File: config.mk
export PLATFORM = sky130hd
export DESIGN_NAME = timer_pair
export DESIGN_NICKNAME = d
export VERILOG_FILES = /design/src/timer_channel.v /design/src/timer_pair.v
export VERILOG_INCLUDE_DIRS = /design/src
export SDC_FILE = /design/constraint.sdc
export NUM_CORES = 1
export LEC_CHECK = 0
export ABC_AREA = 1
export BUFFER_PORTS_ARGS = -buffer_cell sky130_fd_sc_hd__buf_2
export CORE_ASPECT_RATIO = 0.5
export CORE_UTILIZATION = 60
export CTS_CLUSTER_DIAMETER = 200
export DETAILED_ROUTE_END_ITERATION = 10
export PLACE_DENSITY = 0.85
export SYNTH_ARGS = -nofsm -noshare
export SYNTH_HDL_FRONTEND = slang
export SYNTH_SLANG_ARGS = --single-unit
File: constraint.sdc
create_clock -name mclk -period 4.51 [get_ports mclk]
set_input_delay 0.6765 -clock mclk [delete_from_list [all_inputs] [get_ports mclk]]
set_output_delay 0.6765 -clock mclk [all_outputs]
set_load 0.02 [all_outputs]
File: src/timer_pair_regs.vh
// Register offsets, field positions, reset values and timing counts of the timer pair.
// Behaviour
// - Each timer shows its present 24-bit count, read only, in bits 23 to 0 of its current-value register, zero after reset.
// - Control bit 2 masks the timer's interrupt when one and lets it through when zero, resetting to zero.
// - Control bit 1 picks free-running mode at zero and user-defined count mode, using the load count, at one, resetting to zero.
// - Reading a timer's interrupt-clear register returns zero and clears that timer's pending interrupt.
// - The read-only interrupt flag register shows the pending interrupt gated by control bit 2 in bit 0 with bits 31 to 1 reading zero.
// - The second timer has its own writable 24-bit load count, resetting to zero.
// - The first timer has a writable 24-bit load count that is loaded when counting starts and on reload in user-defined count mode.
// - Both timers count on a 4 MHz timer clock.
`ifndef TIMER_PAIR_REGS_VH
`define TIMER_PAIR_REGS_VH

`define FIRST_RELOAD_OFS     8'h00
`define FIRST_COUNT_OFS      8'h04
`define FIRST_CONTROL_OFS    8'h08
`define FIRST_CLEAR_OFS      8'h0C
`define FIRST_FLAG_OFS       8'h10
`define SECOND_RELOAD_OFS    8'h14
`define SECOND_COUNT_OFS     8'h18
`define SECOND_CONTROL_OFS   8'h1C
`define SECOND_CLEAR_OFS     8'h20
`define SECOND_FLAG_OFS      8'h24

`define CTRL_ENABLE_BIT      0
`define CTRL_MODE_BIT        1
`define CTRL_MASK_BIT        2
`define CTRL_RESET           3'h0
`define COUNT_WIDTH          24
`define COUNT_RESET          24'h000000
`define COUNT_ALL_ONES       24'hFFFFFF

`define MCLK_HZ              25000000
`define TICK_HZ              4000000
`define TICK_STEP            5'h04
`define TICK_MODULUS         5'h19

`endif

File: src/timer_channel.v
// One 24-bit down-counting timer with its pending interrupt flag.
`timescale 1ns/100ps
`default_nettype none
`include "timer_pair_regs.vh"
module timer_channel
(
    input  wire        mclk,
    input  wire        reset_n,
    input  wire        tick,
    input  wire        enable,
    input  wire        user_mode,
    input  wire [23:0] reload_value,
    input  wire        clear,
    output reg  [23:0] count_now,
    output reg         pending
);
    reg armed;

    always @(posedge mclk)
    begin
        if (!reset_n)
        begin
            count_now <= `COUNT_RESET;
            armed     <= 1'b0;
            pending   <= 1'b0;
        end
        else
        begin
            if (!enable)
                armed <= 1'b0;
            else if (tick)
            begin
                if (!armed)
                begin
                    count_now <= reload_value;
                    armed     <= 1'b1;
                end
                else if (count_now == `COUNT_RESET)
                begin
                    count_now <= user_mode ? reload_value : `COUNT_ALL_ONES;
                end
                else
                    count_now <= count_now - 24'h000001;
            end
            if (enable && tick && armed && count_now == `COUNT_RESET)
                pending <= 1'b1;
            else if (clear)
                pending <= 1'b0;
        end
    end
endmodule
`default_nettype wire

File: src/timer_pair.v
// AHB-Lite register slave and tick divider for the pair of 24-bit timers.
//
// Our own choice: the AHB-Lite register port.
`timescale 1ns/100ps
`default_nettype none
`include "timer_pair_regs.vh"
module timer_pair
(
    input  wire        mclk,
    input  wire        reset_n,
    input  wire        hsel,
    input  wire [31:0] haddr,
    input  wire [1:0]  htrans,
    input  wire        hwrite,
    input  wire [2:0]  hsize,
    input  wire        hready,
    input  wire [31:0] hwdata,
    output reg  [31:0] hrdata,
    output reg         hreadyout,
    output reg         hresp,
    output reg         first_timer_irq,
    output reg         second_timer_irq
);
    reg  [4:0]  tick_acc;
    reg         tick;
    reg         busy;
    reg         phase_write;
    reg  [7:0]  phase_addr;
    reg  [23:0] first_timer_reload_value;
    reg  [23:0] second_timer_reload_value;
    reg  [2:0]  first_timer_control;
    reg  [2:0]  second_timer_control;
    reg         first_clear;
    reg         second_clear;
    reg  [31:0] next_hrdata;
    wire [23:0] first_timer_count_now;
    wire [23:0] second_timer_count_now;
    wire        first_pending;
    wire        second_pending;
    wire        take;
    wire        do_read;
    wire        do_write;
    wire [5:0]  acc_sum;
    // Per-channel signals packed side by side, first timer in the low slice.
    wire [47:0] reload_bus;
    wire [5:0]  control_bus;
    wire [1:0]  clear_bus;
    wire [47:0] count_bus;
    wire [1:0]  pending_bus;
    genvar      ch;

    assign take     = hsel && htrans[1] && hready;
    assign do_read  = busy && !phase_write;
    assign do_write = busy && phase_write;
    assign acc_sum  = {1'b0, tick_acc} + {1'b0, `TICK_STEP};

    assign reload_bus             = {second_timer_reload_value, first_timer_reload_value};
    assign control_bus            = {second_timer_control, first_timer_control};
    assign clear_bus              = {second_clear, first_clear};
    assign first_timer_count_now  = count_bus[23:0];
    assign second_timer_count_now = count_bus[47:24];
    assign first_pending          = pending_bus[0];
    assign second_pending         = pending_bus[1];

    // The 25 MHz clock is not a whole multiple of 4 MHz, so a fractional
    // accumulator spaces the ticks 6 or 7 cycles apart, exact on average.
    // 4 MHz tick
    always @(posedge mclk)
    begin
        if (!reset_n)
        begin
            tick_acc <= 5'h00;
            tick     <= 1'b0;
        end
        else if (acc_sum >= {1'b0, `TICK_MODULUS})
        begin
            tick_acc <= acc_sum[4:0] - `TICK_MODULUS;
            tick     <= 1'b1;
        end
        else
        begin
            tick_acc <= acc_sum[4:0];
            tick     <= 1'b0;
        end
    end

    // Read mux; reserved bits and unmapped addresses read zero.
    always @*
    begin
        next_hrdata = 32'h00000000;
        case (phase_addr)
            `FIRST_RELOAD_OFS:   next_hrdata = {8'h00, first_timer_reload_value};
            `FIRST_COUNT_OFS:    next_hrdata = {8'h00, first_timer_count_now};
            `FIRST_CONTROL_OFS:  next_hrdata = {29'h0, first_timer_control};
            `FIRST_FLAG_OFS:
                next_hrdata = {31'h0,
                    first_pending & ~first_timer_control[`CTRL_MASK_BIT]};
            `SECOND_RELOAD_OFS:  next_hrdata = {8'h00, second_timer_reload_value};
            `SECOND_COUNT_OFS:   next_hrdata = {8'h00, second_timer_count_now};
            `SECOND_CONTROL_OFS: next_hrdata = {29'h0, second_timer_control};
            `SECOND_FLAG_OFS:
                next_hrdata = {31'h0,
                    second_pending & ~second_timer_control[`CTRL_MASK_BIT]};
            default:             next_hrdata = 32'h00000000;
        endcase
    end

    // Every transfer gets one wait state so that read data leave a flop.
    always @(posedge mclk)
    begin
        if (!reset_n)
        begin
            busy                      <= 1'b0;
            phase_write               <= 1'b0;
            phase_addr                <= 8'h00;
            hreadyout                 <= 1'b1;
            hresp                     <= 1'b0;
            hrdata                    <= 32'h00000000;
            first_timer_reload_value  <= `COUNT_RESET;
            second_timer_reload_value <= `COUNT_RESET;
            first_timer_control       <= `CTRL_RESET;
            second_timer_control      <= `CTRL_RESET;
        end
        else
        begin
            // Address phases seen while busy are ignored; hready is low, so the master holds them.
            if (busy)
            begin
                busy      <= 1'b0;
                hreadyout <= 1'b1;
                hrdata    <= do_read ? next_hrdata : 32'h00000000;
            end
            else if (take)
            begin
                busy        <= 1'b1;
                hreadyout   <= 1'b0;
                phase_write <= hwrite;
                phase_addr  <= {haddr[7:2], 2'b00};
            end
            if (do_write)
            begin
                case (phase_addr)
                    `FIRST_RELOAD_OFS:
                        first_timer_reload_value <= hwdata[23:0];
                    `FIRST_CONTROL_OFS:
                        first_timer_control <= hwdata[2:0];
                    `SECOND_RELOAD_OFS:
                        second_timer_reload_value <= hwdata[23:0];
                    `SECOND_CONTROL_OFS:
                        second_timer_control <= hwdata[2:0];
                    // Count, clear and flag registers ignore writes.
                    default:
                        hresp <= 1'b0;
                endcase
            end
        end
    end

    // The strobe rises on the read's data edge and the flag drops a cycle later,
    // after the read itself has already returned the zero word.
    // read clears pending
    always @(posedge mclk)
    begin
        if (!reset_n)
        begin
            first_clear  <= 1'b0;
            second_clear <= 1'b0;
        end
        else
        begin
            first_clear  <= do_read && phase_addr == `FIRST_CLEAR_OFS;
            second_clear <= do_read && phase_addr == `SECOND_CLEAR_OFS;
        end
    end

    // The outputs are registered, so they trail the flag register by a cycle.
    // mask gates output
    always @(posedge mclk)
    begin
        if (!reset_n)
        begin
            first_timer_irq  <= 1'b0;
            second_timer_irq <= 1'b0;
        end
        else
        begin
            first_timer_irq  <= first_pending & ~first_timer_control[`CTRL_MASK_BIT];
            second_timer_irq <= second_pending & ~second_timer_control[`CTRL_MASK_BIT];
        end
    end

    // One channel per entry; both share the divider's tick, so they step together.
    generate
        for (ch = 0; ch < 2; ch = ch + 1)
        begin : channel
            timer_channel timer_channel_inst
            (
                .mclk         (mclk),
                .reset_n      (reset_n),
                .tick         (tick),
                .enable       (control_bus[ch*3 + `CTRL_ENABLE_BIT]),
                .user_mode    (control_bus[ch*3 + `CTRL_MODE_BIT]),
                .reload_value (reload_bus[ch*24 +: 24]),
                .clear        (clear_bus[ch]),
                .count_now    (count_bus[ch*24 +: 24]),
                .pending      (pending_bus[ch])
            );
        end
    endgenerate
endmodule
`default_nettype wire

# --- Word level (Yosys, flattened, before mapping) ---
# Cells that the tools add are included.
totals:
  register_bits: 157
  input_bits: 74
  output_inout_bits: 36
  word_cells: 84
op_classes:
  n_addsub: 4
  n_lt_le_gt_ge: 1
  eq_ne: 9
  muxes: 15
  bitwise: 6
  reduce_logical: 28
ops:
  columns: ["op", "count"]
  rows:
  - ["$pmux 24 s8", 1]
  - ["$mux 24", 6]
  - ["$logic_not 24->1", 2]
  - ["$sub 24x1->24 const B", 2]
  - ["$mux 32", 1]
  - ["$eq 6x3->1 const B", 4]
  - ["$reduce_and 2->1", 9]
  - ["$eq 6x2->1 const B", 2]
  - ["$eq 6x4->1 const B", 2]
  - ["$logic_and 1x1->1", 12]
  - ["$logic_not 8->1", 1]
  - ["$add 5x3->6 const B", 1]
  - ["$eq 6x1->1 const B", 1]
  - ["$ge 6x5->1 const B", 1]
  - ["$mux 1", 6]
  - ["$mux 5", 1]
  - ["$sub 5x5->5 const B", 1]
  - ["$not 1->1", 4]
  - ["$reduce_bool 2->1", 2]
  - ["$and 1x1->1", 2]
  - ["$reduce_or 2->1", 1]
  - ["$logic_not 1->1", 1]

# --- Longest topological paths before layout ---
# Gate-level depths: netlist (run 1).
logic_depth:
  word_depth: 4
  depth_mapped: 13
  depth_no_buf: 13

# --- Cells and area by module ---
# A second synthesis (run 1) with hierarchy kept.
hier_totals:
  hier_cells: 1358
  hier_area_um2: 8632.0
by_module_without_submodules:
  columns: ["module", "instances", "cells_each", "area_each_um2", "seq_area_each_um2"]
  rows:
  - ["timer_pair", 1, 680, 4535.6, 1941.9]
  - ["timer_channel", 2, 339, 2048.2, 520.5]

# --- Least setup slack after synthesis (run 1) ---
# OpenSTA, ideal clock, no wires.
synth_timing:
  kind: "flip-flop to flip-flop"
  startpoint: "register channel[0].timer_channel_inst.count_now[0]"
  endpoint: "register channel[0].timer_channel_inst.count_now[12]"
  setup_time_ns: 0.132
  t_arrival_ns: 1.476
  t_required_ns: 4.378
  slack_ns: 2.902
  path_stages_with_launch: 13
  n_path_buf: 1
  period_less_slack_ns: 1.608
  path_cell_list: "dfxtp_1 > inv_1 > ha_1 > inv_1 > nor2_1 > nand2_1 > nor2_1 > nand3_2 > nand2_4 > buf_2 > nand3_1 > nand3_1 > a21oi_1"
synth_via:
  elab_chain_cells: 3
  elab_cells_between_ends: 4
  classes_between: "add/sub: 1; mux: 2; reduce/logical: 1"
synth_rtl:
  columns: ["element", "line_no", "source"]
  rows:
  - ["from (decl)", "timer_channel.v:14", "output reg [23:0] count_now,"]
  - ["from (signal assigned)", "timer_channel.v:23", "count_now <= `COUNT_RESET;"]
  - ["from (signal assigned)", "timer_channel.v:35", "count_now <= reload_value;"]
  - ["from (signal assigned)", "timer_channel.v:40", "count_now <= user_mode ? reload_value : `COUNT_ALL_ONES;"]
  - ["$sub 24x1->24 or $logic_not 24->1 (tied branches)", null, null]
  - ["$mux 24 *", "timer_channel.v:38", "else if (count_now == `COUNT_RESET)"]
  - ["$mux 24 *", "timer_channel.v:33", "if (!armed)"]
# Every way passes the cells marked *; elsewhere a longest branch is shown, timed or not.
# A chain may end at the register's enable or synchronous reset.

# --- Worst setup path in the final report (run 1) ---
layout_timing:
  startpoint: "register phase_addr[5]"
  endpoint: "register second_timer_reload_value[9]"
layout_via:
  elab_chain_cells: 2
layout_rtl:
  columns: ["element", "line_no", "source"]
  rows:
  - ["from (decl)", "timer_pair.v:28", "reg [7:0] phase_addr;"]
  - ["from (signal assigned)", "timer_pair.v:138", "phase_addr <= {haddr[7:2], 2'b00};"]
  - ["$eq 6x3->1", "timer_pair.v:142", "case (phase_addr)"]
  - ["$reduce_and 2->1 (no line)", null, null]
  - ["to (signal assigned)", "timer_pair.v:120", "second_timer_reload_value <= `COUNT_RESET;"]
  - ["to (signal assigned)", "timer_pair.v:148", "second_timer_reload_value <= hwdata[23:0];"]
  - ["to (decl)", "timer_pair.v:30", "reg [23:0] second_timer_reload_value;"]
# No other way between the ends.

==> results of run 1 <==
[flip-flops by register name, summed over array words and instances (netlist names), 2 cells and up]
name / flops
channel.timer_channel_inst.count_now: 48
first_timer_reload_value: 24
hrdata: 24
second_timer_reload_value: 24
phase_addr: 6
tick_acc: 5
first_timer_control: 3
second_timer_control: 3
channel.timer_channel_inst.armed: 2
channel.timer_channel_inst.pending: 2
[power by group through the flow]
| stage | registers (mW) | clock network, mW | logic [mW] |
|---|---|---|---|
| after CTS | 1.33 | 1.46 | 0.141 |
| after floorplan | 1.36 | 0 | 0.101 |
| after detailed placement | 1.36 | 0 | 0.139 |
| after global placement | 1.36 | 0 | 0.135 |
| after global routing | 1.34 | 1.52 | 0.158 |
| final | 1.34 | 1.47 | 0.146 |
[layer usage]
metal	part of all wire [%]	GRT usage, %	up-vias
li1	-	-	3944
met1	45	53.12	3884
met2	43	51.53	433
met3	11	7.443	43
met4	1.7	9.258	0
met5	0	0	-
[worst paths after layout]
path	end	from	slack, ps
max	second_timer_reload_value[9]	phase_addr[5]	2040
min	second_timer_irq	second_timer_control[2]	440
max reg2reg	second_timer_reload_value[9]	phase_addr[5]	2040
min reg2reg	second_timer_irq	second_timer_control[2]	440
[area by class of cell]
| type | count | area share (%) |
|---|---|---|
| Multi-Input combinational cell | 841 | 46.93 |
| Sequential cell | 149 | 33.92 |
| Tap cell | 170 | 2.419 |
| Clock inverter | 12 | 1.651 |
| Timing Repair Buffer | 66 | 3.870 |
| Antenna cell | 1 | 0.02846 |
| Clock buffer | 20 | 5.307 |
| Inverter | 137 | 5.877 |
[stage by stage]
| stage | utilization [%] | cells | hold slack (ps) |
|---|---|---|---|
| 2_1_floorplan | - | 1186 | 399.1 |
| 3_3_place_gp | 64.04 | 1363 | 407.5 |
| 3_5_place_dp | 64.04 | 1363 | 426.7 |
| 4_1_cts | 68.83 | 1395 | 436.1 |
| 5_1_grt | 68.85 | 1396 | 451.3 |
| 6_report | 68.85 | 1396 | 443.2 |
[placed cells by master, fill, tap and decap left out, drive strengths merged]
cell type	instances
o21ai	104
dfxtp	149
nand3b	7
clkbuf	20
conb	9
or2	2
a22oi	4
o22ai	27
a21oi	116
buf	66
o211ai	16
bufinv	2
diode	1
o2111ai	1
nor3	10
nand4	10
nand3	134
clkinvlp	2
a21o	1
xor2	19
o221ai	1
clkinv	7
and2b	1
nor2	145
ha	9
inv	138
nand2	225
[critical path: cells and delay by family, from the launching register on]
family	cells	cell delay, ps
compound gates	2	500
simple gates	4	910
flops	1	330
buf+inv	2	570
[kinds of logic after synthesis]
family                     Yosys count  share of synthesized area [%]
DFF                                149                          37.60
xor gates and xnor gates            19                          2.097
adders and majority gates            9                          1.419
buffers and inverters              196                          10.77
and+or+nand+nor                    534                          29.49
other                                1                        0.04727
AOI/OAI and AO/OA                  270                          18.58
==> summary.md, run 1 <==
| Metric | Value |
|---|---|
| Vias in the first global route | 7293 |
| Die H | 83.31 um |
| Grt ovf | 0 |
| Unrepaired setup endpoints after global routing | false |
| Clock tree buffer depth | 2 |
| Cell Area, Synth | 7934 um^2 |
| First drt pass iteration count | 6 |
| CP Capture Type | flop |
| GRT Total Usage | 35.62% |
| Pleak | 3.891 nW |
| IO Port Bufs | 62 |
| Clk_lat worst skew | 430 ps |
| Post-synth EDFFs | 0 |
| Startpoint Class | flop |
| Maximum vdd drop | 277.4 uV |
| ANT nets after route | 0 |
| Cells resized by post-CTS repair | 0 |
| Worst endpoint required time | 4780 ps |
| CTS buffer count | 17 |
| Fin worst setup slack | 2039 ps |
| P_int | 2.233 mW |
| DP Area | 8179 um^2 |
| Synth warn | 0 |
| Syn-to-layout area delta | 10.83% |
| Htree depth | 4 |
| Most Frequent Cell on Critical Path | inv_1 |
| Setup TNS | 0 ps |
| Most common cell in the synthesized netlist | nand2_1 |
| Async SR Flop Fraction | 0% |
| Min-delay worst type | reg -> reg |
| Place WS | 1884 ps |
| Final net count | 1295 |
| Post-synth top flop | dfxtp_1 |
| Max stage delay on crit path | 490 ps |
| Switching share of total power | 24.32% |
| Critical path arrival | 2740 ps |
| CP max stage cell | inv_1 |
| Cell taking the most area after synthesis | dfxtp_1 |
| Clk root buf | clkbuf_16 |
| Die Width | 164.6 um |
| Initial DRC count | 1178 |
| Die area | 13710 um^2 |
| Crit Path Max Fanout | 42 |
| Clock Skew | 9.448 ps |
| Pwr per Cell Area | 335.6 nW/um^2 |
| Layout cells sized above 1 | 10.78% |
| Sequential Power Share | 45.2% |
| Outcome | completed |
| Slew Viols, Final | 0 |
| Initial antenna violation count | 1 |
| FF+latch count, synth | 149 |
| Crit path kind | reg -> reg |
| DPL Wire Length | 16750 um |
| Io pins | 110 |
| Setup repair bufs after CTS | 0 |
| Final Hold Fails | 0 |
| Finished layout cell area | 8793 um^2 |
| Max cap viols | 0 |
| Logic pwr share | 4.9% |
| Largest net degree at the start of global routing | 68 |
| Max Freq | 404.6 MHz |
| Vias per inst | 5.948 |
| # fillers | 1054 |
| Clk sink count | 149 |
| Post-synthesis cell type count | 37 |
| Least-Margin Pin Slew | 1073 ps |
| Clk pwr share | 49.8% |
| CTS tree | yes |
| Sequential fraction of the synthesis area | 37.60% |
| Starting density of the core | 62.12% |
| Residual DRC count | 0 |
| Reg2reg path depth | 8 |
| FF/Latch Area | 2983 um^2 |
| Worst-path clk slew | 70 ps |
| Period Utilization, post-route | 54.80% |
| First-pass GRT wire length | 37910 um |
| Hold buffers post-CTS | 0 |
| WL/cell | 17.17 um |
| Core area | 12770 um^2 |
| NetSw | 0.7177 mW |
| Mapped Cells | 1178 |
| Final setup fails | 0 |
| Pwr Total | 2.951 mW |
| GPL Wtd Cong | 0.9740 |
| Floorplan row count | 29 |
| Syn_area_per_cell | 6.735 um^2 |
| Total Wirelength | 23960 um |
| Post-layout min period | 2471 ps |
| Worst hold stages | 1 |
| Synth top area cells | dfxtp_1, nand2_1, nand3_1 |
| Critical path cell sequence | inv_1 > nand2_1 > nor3_2 > nand2_2 > nor2_4 > inv_1 > o21ai_0 > a21oi_1 |
| Slew headroom | 28.38% |
| Footprint of the multi-input gates | 4126 um^2 |
| Detailed-route via count | 8304 |
| Area share of the largest cell type after synthesis | 37.60% |
| Most common library cells after synthesis | nand2_1, dfxtp_1, nor2_1 |
No activity file was read; power rests on OpenSTA's default activity.
==> run 2: changes to the inputs <==
ABC_AREA = 0   (was 1)
CORE_UTILIZATION = 57   (was 60)
PLACE_DENSITY = 0.82   (was 0.85)
clock period = 2.45 ns   (was 4.51 ns; I/O delays follow)
==> run 2 against run 1 <==
  * Sequential share of layout area up 0.16 points
  * Worst hold slack got worse by 270 ps
  * Sequential cell count unchanged
  * First-iteration DRC count shrank 17%
  * Critical path depth shrank 2
  * Non-clock buffer count increased by 59
  * Utilization is 3.1 points higher
  * Worst setup slack lost 2000 ps
  * Sequential power up 83%
  * Critical path type unchanged
  * Critical endpoint is now channel[1].timer_channel_inst.count_now[16]
  * Largest cell class unchanged
  * Largest power group unchanged
==> summary.md, run 2 <==
| Metric | Value |
|---|---|
| Finished layout cell area | 8751 um^2 (-0.48%) |
| Clock Skew | 9.243 ps (-0.2049 ps) |
| DP Area | 8075 um^2 (-1.3%) |
| CTS buffer count | 17 (unchanged) |
| FF+latch count, synth | 149 (unchanged) |
| Max reg flops | 48 (unchanged) |
| Pwr per Cell Area | 631.4 nW/um^2 (+88%) |
| Min-delay worst type | in -> reg |
| Startpoint Class | flop |
| Layout cells sized above 1 | 19.92% (+9.1 points) |
| FF-to-FF setup slack | 80 ps (-1960 ps) |
| First-pass GRT wire length | 35450 um (-6.5%) |
| GPL Wtd Cong | 0.9363 (-3.9%) |
| Die H | 82.08 um (-1.5%) |
| Syn-to-layout area delta | 19.72% |
| Pleak | 3.694 nW (-5.1%) |
| Commonest cells after routing, fill and taps aside | nand2_1, dfxtp_1, a21oi_1 |
| Hold buffers post-CTS | 0 (unchanged) |
| Hold_ws | 171.2 ps (-272.0 ps) |
| Fin worst setup slack | 81.08 ps (-1957 ps) |
| Initial DRC count | 979 (-17%) |
| Outcome | completed |
| Post-synth EDFFs | 0 (unchanged) |
| First drt pass iteration count | 7 (+1) |
| Vias in the first global route | 6688 (-8.3%) |
| GRT Total Usage | 35.10% (-0.52 points) |
| Floorplan row count | 28 (-3.4%) |
| Sequential fraction of the synthesis area | 40.81% (+3.2 points) |
| Async SR Flop Fraction | 0% (unchanged) |
| Largest net degree at the start of global routing | 54 (-21%) |
| DPL Wire Length | 15230 um (-9.1%) |
| Finished Core Util | 71.98% (+3.1 points) |
| Worst-path clk slew | 60 ps (about the same) |
| Cells resized by post-CTS repair | 0 (unchanged) |
| Clk sink count | 149 (unchanged) |
| Io pins | 110 (unchanged) |
| Residual DRC count | 0 (unchanged) |
| Max Freq | 422.1 MHz (+4.3%) |
| Max cap viols | 0 (unchanged) |
| Slew Viols, Final | 0 (unchanged) |
| Clk root buf | clkbuf_16 |
| Initial antenna violation count | 1 (unchanged) |
| Die Width | 162.2 um (-1.5%) |
| Cell Area, Synth | 7310 um^2 (-7.9%) |
| Vias per inst | 6.486 (+9.0%) |
| Post-synth top flop | dfxtp_1 |
| Place WS | 17.29 ps (-1866 ps) |
| ANT nets after route | 0 (unchanged) |
| Setup repair bufs after CTS | 0 (unchanged) |
| Unrepaired setup endpoints after global routing | false |
| CP Capture Type | flop |
| Most common library cells after synthesis | nand2_1, dfxtp_1, a21oi_1 |
| Final Hold Fails | 0 (unchanged) |
| Starting density of the core | 60.13% (-2.0 points) |
| Cell taking the most area after synthesis | dfxtp_1 |
| Detailed-route via count | 7426 (-11%) |
| CTS tree | yes |
| Crit path kind | reg -> reg |
| Total Wirelength | 22920 um (-4.4%) |
| Core area | 12160 um^2 (-4.8%) |
| Largest Register | channel.timer_channel_inst.count_now |
| Grt ovf | 0 (unchanged) |
| Final setup fails | 0 (unchanged) |
| Area share of the largest cell type after synthesis | 40.81% (+3.2 points) |
| Synth warn | 0 (unchanged) |
| Clk_lat worst skew | 430 ps (about the same) |
| Period Utilization, post-route | 96.69% (+42 points) |
| Final net count | 1051 (-19%) |
| Die area | 13310 um^2 (-3.0%) |
| Setup TNS | 0 ps (unchanged) |
| Maximum vdd drop | 403.8 uV (+46%) |
| Synth top area cells | dfxtp_1, nand2_1, a21oi_1 |
| Post-layout min period | 2369 ps (-102.6 ps) |
| Crit Path Max Fanout | 6 (-86%) |
| Slew headroom | 46.67% (+18 points) |
| Least-Margin Pin Slew | 800.0 ps (-273.2 ps) |
| Post-synthesis cell type count | 66 (+78%) |
| IO Port Bufs | 62 (unchanged) |
| Clock tree buffer depth | 2 (unchanged) |
| Most common cell in the synthesized netlist | nand2_1 |
| Mapped Cells | 894 (-24%) |
| Syn_area_per_cell | 8.176 um^2 (+21%) |
| Most common cell after layout, fill and taps aside | nand2_1 |
| Worst endpoint required time | 2770 ps (-2010 ps) |
| Critical path arrival | 2690 ps (-50 ps) |
| WL/cell | 20.02 um (+17%) |
| Htree depth | 4 (unchanged) |
[run 2: report_power, final]
group | switching (mW) | total (mW) | internal [mW]
registers | 0.0165 | 2.45 | 2.44
logic | 0.155 | 0.235 | 0.0798
clock network | 1.04 | 2.84 | 1.80
total | 1.21 | 5.52 | 4.31
[run 2: metal layers]
metal  GRT usage, %  routed length (um)  share of wire, %  up-vias
li1               -                   -                 -     3418
met1          46.21                9480                41     3452
met2          53.52                9678                42      493
met3          11.52                3185                14       61
met4          13.68                 526               2.3        2
met5              0                  49              0.21        -
[run 2: worst paths after layout]
kind                                                            startpoint                                           to  cells past startpoint
worst max-delay path            channel[1].timer_channel_inst.count_now[9]  channel[1].timer_channel_inst.count_now[16]                      6
worst min-delay path                                              haddr[4]                                phase_addr[4]                      3
worst max register to register  channel[1].timer_channel_inst.count_now[9]  channel[1].timer_channel_inst.count_now[16]                      6
worst min register to register                                   hreadyout                                    hreadyout                      2
[run 2: area by class of cell]
class	count	area, um^2
Clock buffer	21	480.5
Fill cell	897	3406
Clock inverter	9	148.9
Tap cell	165	206.4
Sequential cell	149	2983
Multi-Input combinational cell	660	4028
Inverter	15	56.30
Timing Repair Buffer	125	845.8
Antenna cell	1	2.502
[run 2: critical path, cell delays in order (launching register included)]
cell	delay [ps]
dfxtp_1	310
or4_1	630
nor4_4	380
a41oi_4	260
buf_4	210
or3_1	350
o211a_1	110
[run 2: through the flow]
stage	power, mW	std cells
finish	5.525	1145
global placement	2.725	1114
CTS	5.495	1144
floorplan	2.652	902
detailed placement	2.733	1114
global route	5.632	1144
[run 2: kinds of logic (layout without fill, tap and decap cells)]
kind of cell | after synthesis | in the layout | synth area share (%)
buf+inv | 93 | 170 | 5.529
simple gates | 361 | 361 | 23.88
other cells | 1 | 10 | 0.05130
xor+xnor | 15 | 15 | 1.797
compound gates | 253 | 253 | 24.58
fa+ha+maj | 9 | 9 | 1.541
flops | 149 | 149 | 40.81
mux | 13 | 13 | 1.814
==> run 3: changes to the inputs <==
CELL_PAD_IN_SITES_DETAIL_PLACEMENT = 1   (was not set)
CELL_PAD_IN_SITES_GLOBAL_PLACEMENT = 2   (was not set)
CORE_UTILIZATION = 34   (was 57)
==> run 3 against run 2 <==
  * Combinational power grew 8%
  * Wire length increased by 16%
  * Non-clock buffer count increased by 21
  * Power is 2.9% lower
  * Largest power group unchanged
  * Highest routed layer is now met4
==> summary.md, run 3 (synthesis results as in run 2) <==
| Metric | Value |
|---|---|
| GPL Wtd Cong | 0.8839 (-5.6%) |
| Detailed-route via count | 7327 (-1.3%) |
| FF/Latch Area | 2983 um^2 (unchanged) |
| Worst-path clk slew | 60 ps (about the same) |
| Reg2reg path depth | 8 (+2) |
| M2 GR Usage | 37.00% (-17 points) |
| Hold buffers post-CTS | 0 (unchanged) |
| Core area | 20790 um^2 (+71%) |
| Residual DRC count | 0 (unchanged) |
| Commonest cells after routing, fill and taps aside | nand2_1, dfxtp_1, a21oi_1 |
| Max cap viols | 0 (unchanged) |
| Clock tree buffer depth | 2 (unchanged) |
| Max Freq | 430.4 MHz (+2.0%) |
| Setup TNS | 0 ps (unchanged) |
| Least-Margin Pin Slew | 775.7 ps (-24.29 ps) |
| Met1 GRT Util | 35.46% (-11 points) |
| # placed instances | 1240 (+11%) |
| Finished Core Util | 43.40% (-29 points) |
| ANT nets after route | 0 (unchanged) |
| Post-route insts no fill | 1274 (+11%) |
| First-pass GRT wire length | 41890 um (+18%) |
| Pwr per Cell Area | 594.5 nW/um^2 (-5.8%) |
| Period Utilization, post-route | 94.84% (-1.9 points) |
| DPL Wire Length | 19280 um (+27%) |
| FF-to-FF setup slack | 130 ps (+50 ps) |
| Die H | 105.7 um (+29%) |
| Die Width | 209.4 um (+29%) |
| WL/cell | 20.87 um (+4.3%) |
| Maximum vdd drop | 282.6 uV (-30%) |
| Starting density of the core | 35.17% (-25 points) |
| WHS Endpoint | phase_addr[6] |
| Unrepaired setup endpoints after global routing | false |
| Io pins | 110 (unchanged) |
| Max reg flops | 48 (unchanged) |
| Clk_lat worst skew | 440 ps (about the same) |
| Largest net degree at the start of global routing | 46 (-15%) |
| Startpoint Class | flop |
| Critical path arrival | 2650 ps (-40 ps) |
| DP Area | 8346 um^2 (+3.3%) |
| Outcome | completed |
| Footprint of the multi-input gates | 4050 um^2 (+0.56%) |
| Most common cell after layout, fill and taps aside | nand2_1 |
| Fin worst setup slack | 126.5 ps (+45.37 ps) |
| Min-delay worst type | in -> reg |
| Layout cells sized above 1 | 22.00% (+2.1 points) |
| Finished layout cell area | 9021 um^2 (+3.1%) |
| GRT Total Usage | 24.80% (-10 points) |
| CP Capture Type | flop |
| Initial DRC count | 588 (-40%) |
| Grt ovf | 0 (unchanged) |
| Post-layout min period | 2324 ps (-45.37 ps) |
| Clock Skew | 8.209 ps (-1.034 ps) |
| Worst hold stages | 3 (unchanged) |
| Final Hold Fails | 0 (unchanged) |
| Clk root buf | clkbuf_16 |
| Place WS | -96.71 ps (-114.0 ps) |
| Vias in the first global route | 7460 (+12%) |
| Pleak | 3.761 nW (+1.8%) |
| Worst r2r src | channel[1].timer_channel_inst.count_now[0] |
| Slew Viols, Final | 0 (unchanged) |
| Crit Path Max Fanout | 4 (-2) |
| Final setup fails | 0 (unchanged) |
| Pwr Total | 5.363 mW (-2.9%) |
| IO Port Bufs | 62 (unchanged) |
| Htree depth | 4 (unchanged) |
| Met3 Use GR | 5.602% (-5.9 points) |
| Slew headroom | 48.18% (+1.5 points) |
| Initial antenna violation count | 1 (unchanged) |
| Total Wirelength | 26590 um (+16%) |
| Hold_sp | haddr[6] |
| Clk sink count | 149 (unchanged) |
| Crit path kind | reg -> reg |
| CTS tree | yes |
| Hold_ws | 173.2 ps (+1.955 ps) |
| Vias per inst | 5.751 (-11%) |
| Most Used Layer, Global Route | met2 |
| First drt pass iteration count | 6 (-1) |
| Syn-to-layout area delta | 23.42% |
| FF-to-FF End | channel[1].timer_channel_inst.count_now[4] |
| Largest Register | channel.timer_channel_inst.count_now |
| CTS buffer count | 17 (unchanged) |
| Floorplan row count | 37 (+32%) |
| Die area | 22120 um^2 (+66%) |
| # fillers | 2489 (+180%) |
| Final net count | 1072 (+2.0%) |
| Worst endpoint required time | 2780 ps (about the same) |
==> run 3: changes by cell type in the layout (fill, tap and decap cells not counted), sizes merged <==
cell      change
clkbuf        +1
clkinvlp      +4
bufinv        -2
clkinv        -2
inv           -1
buf          +21
==> run 3: layer usage <==
metal,vias up,part of all wire [%]
met3,23,7.0
met4,0,1.1
met1,3655,49
met5,-,0
li1,3444,-
met2,205,43
==> run 3: final cells by class <==
cell class | instances | area share [%]
Sequential cell | 149 | 33.07
Inverter | 15 | 0.6241
Timing Repair Buffer | 146 | 11.12
Multi-Input combinational cell | 660 | 44.90
Clock buffer | 22 | 5.368
Tap cell | 273 | 3.786
Antenna cell | 1 | 0.02774
Clock inverter | 8 | 1.110
==> run 3: how the worst max path moves through the flow <==
stage / start / endpoint / cells after the start
final: channel[1].timer_channel_inst.count_now[0] / channel[1].timer_channel_inst.count_now[4] / 8
after global routing: channel[1].timer_channel_inst.count_now[0] / channel[1].timer_channel_inst.count_now[17] / 8
after CTS: channel[1].timer_channel_inst.count_now[0] / channel[1].timer_channel_inst.count_now[16] / 8
after detailed placement: channel[0].timer_channel_inst.count_now[0] / channel[0].timer_channel_inst.count_now[3] / 7
after global placement: channel[0].timer_channel_inst.count_now[0] / channel[0].timer_channel_inst.count_now[3] / 7
after floorplan: channel[1].timer_channel_inst.count_now[9] / channel[1].timer_channel_inst.count_now[17] / 8
==> run 3: repair_timing <==
action | 4_1_cts | 5_1_grt
pin swaps | 0 | 1
endpoints found under the hold margin | 0 | 0
resized for setup | 2 | 11
setup buffers | 0 | 3
setup endpoints to repair | 12 | 32
==> run 3: critical path, cell delays in order (launching register included) <==
cell	delay, ps
dfxtp_1	310
inv_1	70
ha_1	140
or4b_2	660
nor2_2	210
a41oi_4	150
buf_4	180
or3_1	340
o2111a_1	140
==> run 3: power by group <==
part	internal, mW	switching, mW
combinational	0.0879	0.165
sequential	2.44	0.0171
clock	1.59	1.07
total	4.12	1.25
